`src/pkg/msc_pkg.sv`:
```
// mode select and system control: shared constants and types
// assumes a 32-bit avalon-mm slave port and one system clock
package msc_pkg;
  // bus geometry
  localparam int unsigned ADDR_W = 18;
  localparam int unsigned DATA_W = 32;
  // register indices; the byte address is four times the index
  localparam logic [15:0] IDX_AREA_WIDTH = 16'hFFF0;
  localparam logic [15:0] IDX_MODE_STATUS = 16'hFFF1;
  localparam logic [15:0] IDX_SYS_CTRL = 16'hFFF2;
  localparam logic [ADDR_W-1:0] ADR_AREA_WIDTH = {IDX_AREA_WIDTH, 2'b00};
  localparam logic [ADDR_W-1:0] ADR_MODE_STATUS = {IDX_MODE_STATUS, 2'b00};
  localparam logic [ADDR_W-1:0] ADR_SYS_CTRL = {IDX_SYS_CTRL, 2'b00};
  // system control field positions
  localparam int unsigned SC_STBY_BIT = 7;
  localparam int unsigned SC_WAIT_HI = 6;
  localparam int unsigned SC_WAIT_LO = 4;
  localparam int unsigned SC_UE_BIT = 3;
  localparam int unsigned SC_NMI_BIT = 2;
  localparam int unsigned SC_RSV_BIT = 1;
  localparam int unsigned SC_RAM_BIT = 0;
  // system control reset value and writable bits
  localparam logic [7:0] SC_RESET = 8'h0B;
  localparam logic [7:0] SC_WRITE_MASK = 8'hFD;
  localparam logic [7:0] SC_FIXED_ONES = 8'h02;
  // mode status fixed bits and pin field
  localparam logic [7:0] MS_FIXED_ONES = 8'hC0;
  localparam int unsigned MS_PIN_W = 3;
  // strap codes
  localparam logic [2:0] MODE1_CODE = 3'h1;
  localparam logic [2:0] MODE2_CODE = 3'h2;
  localparam logic [2:0] MODE3_CODE = 3'h3;
  localparam logic [2:0] MODE4_CODE = 3'h4;
  // address pin enables for the two space sizes
  localparam logic [23:0] ADDR_EN_1M = 24'h0FFFFF;
  localparam logic [23:0] ADDR_EN_16M = 24'hFFFFFF;
  // area width control: one bit per area, 1 = byte wide
  localparam logic [7:0] AW_ALL_BYTE = 8'hFF;
  localparam logic [7:0] AW_ALL_WORD = 8'h00;
  // on-chip ram window per space size
  localparam logic [23:0] RAM_LO_1M = 24'h0F0000;
  localparam logic [23:0] RAM_HI_1M = 24'h0F03FF;
  localparam logic [23:0] RAM_LO_16M = 24'hFF0000;
  localparam logic [23:0] RAM_HI_16M = 24'hFF03FF;
  // settling wait, in states of the system clock
  localparam int unsigned SETTLE_BASE_STATES = 8192;
  localparam int unsigned SETTLE_CNT_W = 18;
  // cycles after reset release before the strap is taken
  localparam logic [1:0] INIT_CYCLES = 2'h3;
  // power-down sequencing, one bit changes per step except run to standby
  typedef enum logic [1:0] {
    PD_RUN = 2'b00,
    PD_SLEEP = 2'b01,
    PD_STANDBY = 2'b11,
    PD_SETTLE = 2'b10
  } msc_pd_t;
endpackage : msc_pkg
```
`src/design/msc_settle_timer.sv`:
```
// oscillator settling timer for the exit from deep standby
// assumes start is a one-cycle pulse from the same clock domain
`timescale 1ns/1ps
module msc_settle_timer #(
  parameter int unsigned BASE = msc_pkg::SETTLE_BASE_STATES
) (
  input wire logic clk,
  input wire logic rst_n,
  input wire logic start,
  input wire logic [2:0] wait_sel,
  output logic done
);
  import msc_pkg::*;

  logic [SETTLE_CNT_W-1:0] base_w; // base count at counter width
  logic [SETTLE_CNT_W-1:0] target; // selected wait length
  logic [SETTLE_CNT_W-1:0] cnt_q; // remaining states
  logic [SETTLE_CNT_W-1:0] cnt_d;
  logic run_q; // wait in progress
  logic run_d;
  logic done_d;

  assign base_w = SETTLE_CNT_W'(BASE);
  // 10x and the illegal 11x both take the longest wait
  assign target = wait_sel[2] ? (base_w << 4) : (base_w << wait_sel[1:0]);

  // countdown; done pulses once the last state has passed
  always_comb begin
    cnt_d = cnt_q;
    run_d = run_q;
    done_d = 1'b0;
    if (start) begin
      cnt_d = target - 1'b1;
      run_d = 1'b1;
    end else if (run_q && cnt_q == '0) begin
      run_d = 1'b0;
      done_d = 1'b1;
    end else if (run_q) begin
      cnt_d = cnt_q - 1'b1;
    end
  end

  // state registers
  always_ff @(posedge clk or negedge rst_n) begin
    if (!rst_n) begin
      cnt_q <= '0;
      run_q <= 1'b0;
      done <= 1'b0;
    end else begin
      cnt_q <= cnt_d;
      run_q <= run_d;
      done <= done_d;
    end
  end
endmodule : msc_settle_timer

```
`src/design/msc_top.sv`:
```
// mode select and system control register bank with power-down sequencing
// assumes static strap pins, an asynchronous nmi pin, and cpu-side pulses
// from logic on the same clock; registers sit on an avalon-mm slave
//
// Our own choice: the Avalon-MM register port.
`timescale 1ns/1ps
module msc_top #(
  parameter int unsigned SETTLE_BASE = msc_pkg::SETTLE_BASE_STATES
) (
  input wire logic clk,
  input wire logic rst_n,
  // avalon-mm slave
  input wire logic [msc_pkg::ADDR_W-1:0] avs_address,
  input wire logic avs_read,
  input wire logic avs_write,
  input wire logic [msc_pkg::DATA_W-1:0] avs_writedata,
  input wire logic [3:0] avs_byteenable,
  output logic [msc_pkg::DATA_W-1:0] avs_readdata,
  output logic avs_waitrequest,
  // board pins
  input wire logic [2:0] mode_strap_pins,
  input wire logic nmi_pin,
  // cpu side
  input wire logic power_down_instr,
  input wire logic wake_irq,
  input wire logic exc_entry,
  input wire logic [23:0] cpu_addr,
  // decoded mode and pin functions
  output logic [2:0] mode_number,
  output logic wide_space,
  output logic [23:0] addr_pin_enable,
  output logic bus_16bit,
  output logic port4_is_data,
  output logic porta_is_addr,
  // flag and interrupt controls
  output logic user_flag_is_mask,
  output logic set_mask_flag,
  output logic set_user_or_mask_flag,
  output logic nmi_request,
  // ram routing
  output logic onchip_ram_enable,
  output logic ram_select,
  output logic ext_select,
  // power-down state
  output logic sleep_mode,
  output logic standby_mode,
  output logic settle_busy
);
  import msc_pkg::*;

  // synchronisers and strap capture
  logic [2:0] strap_s1_q; // first stage, read only by second
  logic [2:0] strap_s2_q; // synchronised strap level
  logic [2:0] nmi_s_q; // nmi sync stages and edge history
  logic [1:0] init_cnt_q; // cycles since reset release
  logic init_done_q; // strap taken, bus open
  // registers
  logic [7:0] sys_ctrl_q; // system control
  logic [7:0] sys_ctrl_d;
  logic [7:0] area_width_q; // area width control
  logic [7:0] area_width_d;
  // bus answer
  logic wait_q;
  logic wait_d;
  logic [DATA_W-1:0] rdata_q;
  logic [DATA_W-1:0] rdata_d;
  // power-down sequencer
  msc_pd_t pd_q;
  msc_pd_t pd_d;
  logic settle_start;
  logic settle_done;

  // decode of the bus request
  wire req = avs_read | avs_write;
  wire take = req & wait_q & init_done_q; // request accepted this edge
  wire wr_fire = avs_write & ~wait_q; // write completes at this edge
  wire hit_aw = (avs_address == ADR_AREA_WIDTH);
  wire hit_ms = (avs_address == ADR_MODE_STATUS);
  wire hit_sc = (avs_address == ADR_SYS_CTRL);
  wire lane0 = avs_byteenable[0];
  wire [7:0] wbyte = avs_writedata[7:0];

  // mode decode from the synchronised straps
  wire is_m1 = (strap_s2_q == MODE1_CODE);
  wire is_m2 = (strap_s2_q == MODE2_CODE);
  wire is_m3 = (strap_s2_q == MODE3_CODE);
  wire is_m4 = (strap_s2_q == MODE4_CODE);
  wire big_space = is_m3 | is_m4; // 16 mbytes
  wire init_wide_bus = is_m2 | is_m4; // 16-bit initial bus
  wire [2:0] mode_num = is_m1 ? 3'h1 : is_m2 ? 3'h2 : is_m3 ? 3'h3 : is_m4 ? 3'h4 : 3'h0;
  wire [23:0] addr_en = big_space ? ADDR_EN_16M : ADDR_EN_1M;
  // any word-wide area widens the bus, all byte-wide narrows it
  wire bus_wide = ~(&area_width_q);

  // control fields
  wire deep_standby_select = sys_ctrl_q[SC_STBY_BIT];
  wire [2:0] settle_wait_select = sys_ctrl_q[SC_WAIT_HI:SC_WAIT_LO];
  wire user_flag_enable = sys_ctrl_q[SC_UE_BIT];
  wire nmi_edge_select = sys_ctrl_q[SC_NMI_BIT];
  wire ram_en = sys_ctrl_q[SC_RAM_BIT];

  // ram window match for the current space size
  wire [23:0] ram_lo = big_space ? RAM_LO_16M : RAM_LO_1M;
  wire [23:0] ram_hi = big_space ? RAM_HI_16M : RAM_HI_1M;
  wire in_ram = (cpu_addr >= ram_lo) && (cpu_addr <= ram_hi);

  // nmi edge detect on synchronised samples only
  wire nmi_rise = nmi_s_q[1] & ~nmi_s_q[2];
  wire nmi_fall = ~nmi_s_q[1] & nmi_s_q[2];
  wire nmi_hit = nmi_edge_select ? nmi_rise : nmi_fall;

  // status image: fixed high bits, zeros, then the pin levels
  wire [7:0] status_img = MS_FIXED_ONES | {5'h00, strap_s2_q};

  // strap synchroniser
  always_ff @(posedge clk or negedge rst_n) begin
    if (!rst_n) begin
      strap_s1_q <= 3'h0;
      strap_s2_q <= 3'h0;
    end else begin
      strap_s1_q <= mode_strap_pins;
      strap_s2_q <= strap_s1_q;
    end
  end

  // nmi synchroniser plus one history stage
  always_ff @(posedge clk or negedge rst_n) begin
    if (!rst_n) begin
      nmi_s_q <= 3'h0;
    end else begin
      nmi_s_q <= {nmi_s_q[1:0], nmi_pin};
    end
  end

  // holds the bus off until the strap has passed the synchroniser
  always_ff @(posedge clk or negedge rst_n) begin
    if (!rst_n) begin
      init_cnt_q <= 2'h0;
      init_done_q <= 1'b0;
    end else if (!init_done_q) begin
      init_cnt_q <= init_cnt_q + 2'h1;
      init_done_q <= (init_cnt_q == INIT_CYCLES);
    end
  end

  // system control next value: only writable bits change
  always_comb begin
    sys_ctrl_d = sys_ctrl_q;
    if (wr_fire && hit_sc && lane0) begin
      sys_ctrl_d = (wbyte & SC_WRITE_MASK) | SC_FIXED_ONES;
    end
  end

  // area width next value; initial value follows the strapped mode
  always_comb begin
    area_width_d = area_width_q;
    if (!init_done_q && init_cnt_q == INIT_CYCLES) begin
      area_width_d = init_wide_bus ? AW_ALL_WORD : AW_ALL_BYTE;
    end else if (wr_fire && hit_aw && lane0) begin
      area_width_d = wbyte;
    end
  end

  // system control register; standby never touches it, so the ram
  // and standby bits keep their values across deep standby
  always_ff @(posedge clk or negedge rst_n) begin
    if (!rst_n) begin
      sys_ctrl_q <= SC_RESET;
    end else begin
      sys_ctrl_q <= sys_ctrl_d;
    end
  end

  // area width control register
  always_ff @(posedge clk or negedge rst_n) begin
    if (!rst_n) begin
      area_width_q <= AW_ALL_BYTE;
    end else begin
      area_width_q <= area_width_d;
    end
  end

  // read mux; mode status has no write path at all, and its pin
  // levels are captured into the read data at the accepting edge
  always_comb begin
    rdata_d = rdata_q;
    if (take && avs_read) begin
      rdata_d = '0;
      if (hit_ms) begin
        rdata_d[7:0] = status_img;
      end else if (hit_sc) begin
        rdata_d[7:0] = sys_ctrl_q | SC_FIXED_ONES;
      end else if (hit_aw) begin
        rdata_d[7:0] = area_width_q;
      end
    end
  end

  // one-cycle answer: waitrequest drops for exactly one cycle
  always_comb begin
    wait_d = 1'b1;
    if (take) begin
      wait_d = 1'b0;
    end
  end

  // bus answer registers
  always_ff @(posedge clk or negedge rst_n) begin
    if (!rst_n) begin
      wait_q <= 1'b1;
      rdata_q <= '0;
    end else begin
      wait_q <= wait_d;
      rdata_q <= rdata_d;
    end
  end

  // power-down sequencing
  always_comb begin
    pd_d = pd_q;
    settle_start = 1'b0;
    case (pd_q)
      PD_RUN: begin
        if (power_down_instr) begin
          pd_d = deep_standby_select ? PD_STANDBY : PD_SLEEP;
        end
      end
      PD_SLEEP: begin
        if (wake_irq | nmi_hit) begin
          pd_d = PD_RUN;
        end
      end
      PD_STANDBY: begin
        if (wake_irq | nmi_hit) begin
          pd_d = PD_SETTLE;
          settle_start = 1'b1;
        end
      end
      PD_SETTLE: begin
        if (settle_done) begin
          pd_d = PD_RUN;
        end
      end
      default: begin
        pd_d = PD_RUN;
      end
    endcase
  end

  // sequencer state register
  always_ff @(posedge clk or negedge rst_n) begin
    if (!rst_n) begin
      pd_q <= PD_RUN;
    end else begin
      pd_q <= pd_d;
    end
  end

  // settling wait counter
  msc_settle_timer #(
    .BASE(SETTLE_BASE)
  ) u_settle (
    .clk(clk),
    .rst_n(rst_n),
    .start(settle_start),
    .wait_sel(settle_wait_select),
    .done(settle_done)
  );

  // registered decoded outputs
  always_ff @(posedge clk or negedge rst_n) begin
    if (!rst_n) begin
      mode_number <= 3'h0;
      wide_space <= 1'b0;
      addr_pin_enable <= 24'h000000;
      bus_16bit <= 1'b0;
      port4_is_data <= 1'b0;
      porta_is_addr <= 1'b0;
    end else begin
      mode_number <= mode_num;
      wide_space <= big_space;
      addr_pin_enable <= addr_en;
      bus_16bit <= bus_wide;
      port4_is_data <= bus_wide;
      porta_is_addr <= big_space;
    end
  end

  // registered flag, interrupt and ram routing outputs
  always_ff @(posedge clk or negedge rst_n) begin
    if (!rst_n) begin
      user_flag_is_mask <= 1'b0;
      set_mask_flag <= 1'b0;
      set_user_or_mask_flag <= 1'b0;
      nmi_request <= 1'b0;
      onchip_ram_enable <= 1'b1;
      ram_select <= 1'b0;
      ext_select <= 1'b0;
    end else begin
      user_flag_is_mask <= ~user_flag_enable;
      set_mask_flag <= exc_entry;
      set_user_or_mask_flag <= exc_entry & ~user_flag_enable;
      nmi_request <= nmi_hit;
      onchip_ram_enable <= ram_en;
      ram_select <= in_ram & ram_en;
      ext_select <= ~(in_ram & ram_en);
    end
  end

  // registered power-down outputs
  always_ff @(posedge clk or negedge rst_n) begin
    if (!rst_n) begin
      sleep_mode <= 1'b0;
      standby_mode <= 1'b0;
      settle_busy <= 1'b0;
    end else begin
      sleep_mode <= (pd_d == PD_SLEEP);
      standby_mode <= (pd_d == PD_STANDBY);
      settle_busy <= (pd_d == PD_SETTLE);
    end
  end

  // bus outputs straight from flops
  assign avs_waitrequest = wait_q;
  assign avs_readdata = rdata_q;
endmodule : msc_top

```
`config.mk`:
```
export PLATFORM = sky130hd
export DESIGN_NAME = msc_top
export DESIGN_NICKNAME = d
export VERILOG_FILES = /design/src/pkg/msc_pkg.sv /design/src/design/msc_settle_timer.sv /design/src/design/msc_top.sv
export SDC_FILE = /design/constraint.sdc
export NUM_CORES = 1
export LEC_CHECK = 0
export ABC_CLOCK_PERIOD_IN_PS = 3950
export BUFFER_PORTS_ARGS = -buffer_cell sky130_fd_sc_hd__buf_2
export CAP_MARGIN = 20
export CORE_ASPECT_RATIO = 1.75
export CORE_UTILIZATION = 25
export CTS_CLUSTER_DIAMETER = 200
export DETAILED_ROUTE_END_ITERATION = 8
export SYNTH_ARGS = -nofsm -noshare
export SYNTH_HDL_FRONTEND = slang
export SYNTH_SLANG_ARGS = --single-unit
```
`constraint.sdc`:
```
create_clock -name clk -period 3.95 [get_ports clk]
set_clock_uncertainty 0.2 [all_clocks]
set_input_delay 0.79 -clock clk [delete_from_list [all_inputs] [get_ports clk]]
set_output_delay 0.79 -clock clk [all_outputs]
set_load 0.01 [all_outputs]
```
==> flow_metrics.env <==
export IMPL_status="completed"
export IMPL_ys_types=56
export IMPL_async_flop_share_pct=100
export IMPL_htreeDepth=3
export IMPL_die_y_um=167
export IMPL_synth_area_leader_cell="dfrtp_1"
export IMPL_yosysSeqAreaShare_pct=48.1
export IMPL_drcViolationCount=0
export IMPL_ctsResizeCount=0
export IMPL_core_area_um2=15000
export IMPL_arrival_ps=2910
export IMPL_fillers=1560
export IMPL_clk_pin_slew_ps=70
export IMPL_wl_per_cell_um=13.7
export IMPL_synth_flop_cell="dfrtp_1"
export IMPL_drtIter0Drc=97
export IMPL_port_buffers=111
export IMPL_hpwl_um=6960
export IMPL_tns_ps=0
export IMPL_p_leak_uw=0.00210
export IMPL_maxSlewViolCount=0
export IMPL_postLayoutCoreUtil_pct=31.3
export IMPL_start_kind="flop"
export IMPL_yosysWarningCount=0
export IMPL_dr_wl_met2_um=5040
export IMPL_relSlewSlack_pct=37.6
export IMPL_dieArea_um2=16100
export IMPL_synth_edf_count=0
export IMPL_synthCells=374
export IMPL_clkLatencyLatePin_ps=340
export IMPL_crit_type="flop to flop"
export IMPL_ir_worst_vdd_v=0.000233
export IMPL_grt_antenna_before_repair=1
export IMPL_place_gp_congestion=0.783
export IMPL_ys_top_cells_by_area="dfrtp_1 (40%), buf_4 (9.5%), dfstp_2 (8.1%), nand2_1 (3.6%), o21ai_0 (3.2%)"
export IMPL_power_density_nw_per_um2=389
export IMPL_grt_max_degree=75
export IMPL_num_nets_final=558
export IMPL_power_uw=1820
export IMPL_vias_per_cell=4.65
export IMPL_rsz0062_at_grt="false"
export IMPL_root_buffer="clkbuf_16"
export IMPL_track_usage_pct=11.9
export IMPL_critPathMaxFanout=19
export IMPL_firstDrtPassIters=4
export IMPL_initial_core_util_pct=25.9
export IMPL_synth_seq_cells=74
export IMPL_setup_viol=0
export IMPL_reg2reg_depth=8
export IMPL_avgSynthCellArea_um2=10.4
export IMPL_holdBufCountCts=0
export IMPL_hold_path_class="flop to flop"
export IMPL_syn_cell_area_um2=3880
export IMPL_finalCriticalPeriod_ps=2890
export IMPL_die_w_um=96.2
export IMPL_finalWirelength_um=8950
export IMPL_numCtsBuffers=9
export IMPL_layout_cells_non_filler=652
export IMPL_drt_met1_wl_um=3140
export IMPL_min_period_over_period_pct=73.2
export IMPL_finalHoldViolCount=0
export IMPL_design_area_um2=4680
export IMPL_timing_fmax_mhz=346
export IMPL_end_kind="flop"
export IMPL_synthToLayoutAreaGrowth_pct=20.6
export IMPL_fp_row_count=59
export IMPL_dp_cells=635
export IMPL_required_ps=3970
export IMPL_hold_path_depth=0
export IMPL_met3_length_um=521
export IMPL_cts_path_max_buffers=2
export IMPL_drive_above_1_share_pct=35.7
export IMPL_routed_top_layer="met4"
export IMPL_grt_pass1_vias=3017
export IMPL_clock_sink_count=74
export IMPL_max_cap_violations=0
export IMPL_grt_overflow=0
export IMPL_worst_slew_pin_slew_ps=936
export IMPL_num_vias=3034
export IMPL_synth_top_area_share_pct=40.0
export IMPL_drtAntennaViolNets=0
export IMPL_io_pin_count=163
export IMPL_grt_pass1_wl_um=14400
export IMPL_cts_tree="built"
export IMPL_placed_area_um2=4370
export IMPL_cts_setup_buffers=0
==> area by class of cell <==
| type | count | area [µm²] | area share (%) |
|---|---|---|---|
| clock buffers | 9 | 225 | 4.81 |
| clock inverters | 7 | 83.8 | 1.79 |
| flip-flops and latches | 74 | 1870 | 39.9 |
| diodes | 1 | 2.50 | 0.0534 |
| multi-input cells | 256 | 1670 | 35.7 |
| well taps | 183 | 229 | 4.89 |
| inverters | 9 | 33.8 | 0.721 |
| repair buffers | 113 | 571 | 12.2 |
==> Yosys cell counts, types with 3 or more instances <==
master,n
o21ai_0,25
or2_2,3
mux2_2,8
nand4_1,9
nand3b_1,5
nand2b_1,3
dfrtp_1,62
xnor2_1,8
ha_1,6
nor4_1,6
clkbuf_1,6
nand3_1,4
a21oi_1,9
buf_4,49
dfstp_2,12
o31ai_1,3
a211oi_1,4
nor3_1,14
nand2_1,37
xor2_1,4
nand4b_1,3
nor2_1,14
o21a_1,3
mux2i_1,12
nor3b_1,4
nor2b_1,6
or4_4,4
inv_1,9
o211ai_1,3
==> power by group <==
| group | switching [µW] | internal [µW] |
|---|---|---|
| Combinational | 88.1 | 65.2 |
| Clock | 350 | 501 |
| Sequential | 26.4 | 792 |
| Total | 465 | 1360 |
==> worst max-delay path, cell delays in order (launching register included) <==
cell and delay [ps]:
dfrtp_1 420, nor3b_1 410, o311ai_2 190, nand2_1 110, ha_1 560, nand2_1 150
a2111oi_1 460, xnor2_1 180, a21oi_1 80
==> logic make-up (layout without fill, tap and decap cells) <==
family,Yosys count,after routing,share of synthesized area (%)
muxes,20,20,5.41
DFF,74,74,48.1
and+or+nand+nor,133,133,20.9
buffers and inverters,67,138,11.3
xor gates and xnor gates,12,12,2.71
AOI/OAI and AO/OA,60,60,9.54
adders and majority gates,6,6,1.93
other,2,26,0.193
==> routing by layer <==
metal	up-vias	global-route usage, %
li1	1442	-
met1	1464	11.4
met2	115	21.9
met3	13	3.33
met4	0	6.62
met5	-	0
==> metrics by stage <==
stage | worst slack [ps] | hold slack, ps
3_5_place_dp | 1030 | 135
3_3_place_gp | 1050 | 135
5_1_grt | 868 | 155
2_1_floorplan | 876 | 131
6_report | 1060 | 148
4_1_cts | 1030 | 150
==> sequential cells by signal (all words and copies together), names as in the netlist, 2 cells and up <==
register / cells
addr_pin_enable: 2
area_width_q: 8
avs_readdata: 8
init_cnt_q: 2
mode_number: 3
nmi_s_q: 3
pd_q: 2
strap_s1_q: 3
strap_s2_q: 3
sys_ctrl_q: 7
u_settle.cnt_q: 18
==> placed cells by master, fill, tap and decap left out, drive strengths merged, types with 6 or more instances in the layout <==
cell type and n:
nor4 10, nor2b 6, buf 113, dfrtp 62
or4 6, inv 13, nor3 14, conb 25
ha 6, mux2i 12, xnor2 8, a21oi 10
dfstp 12, nand4 9, o21ai 26, clkbuf 9
mux2 8, nor2 14, nand2 37
==> final timing paths <==
kind,slack [ps],startpoint,endpoint
max,1060,sys_ctrl_q[2]$_DFFE_PN0P_,u_settle.cnt_q[14]$_DFFE_PN0P_
min,150,strap_s1_q[1]$_DFF_PN0_,strap_s2_q[1]$_DFF_PN0_
max reg2reg,1060,sys_ctrl_q[2]$_DFFE_PN0P_,u_settle.cnt_q[14]$_DFFE_PN0P_
min reg2reg,150,strap_s1_q[1]$_DFF_PN0_,strap_s2_q[1]$_DFF_PN0_
max in group asynchronous,2470,rst_n,u_settle.cnt_q[6]$_DFFE_PN0P_
min in group asynchronous,470,rst_n,addr_pin_enable[19]$_DFF_PN0_
(Power assumes the default switching activity.)
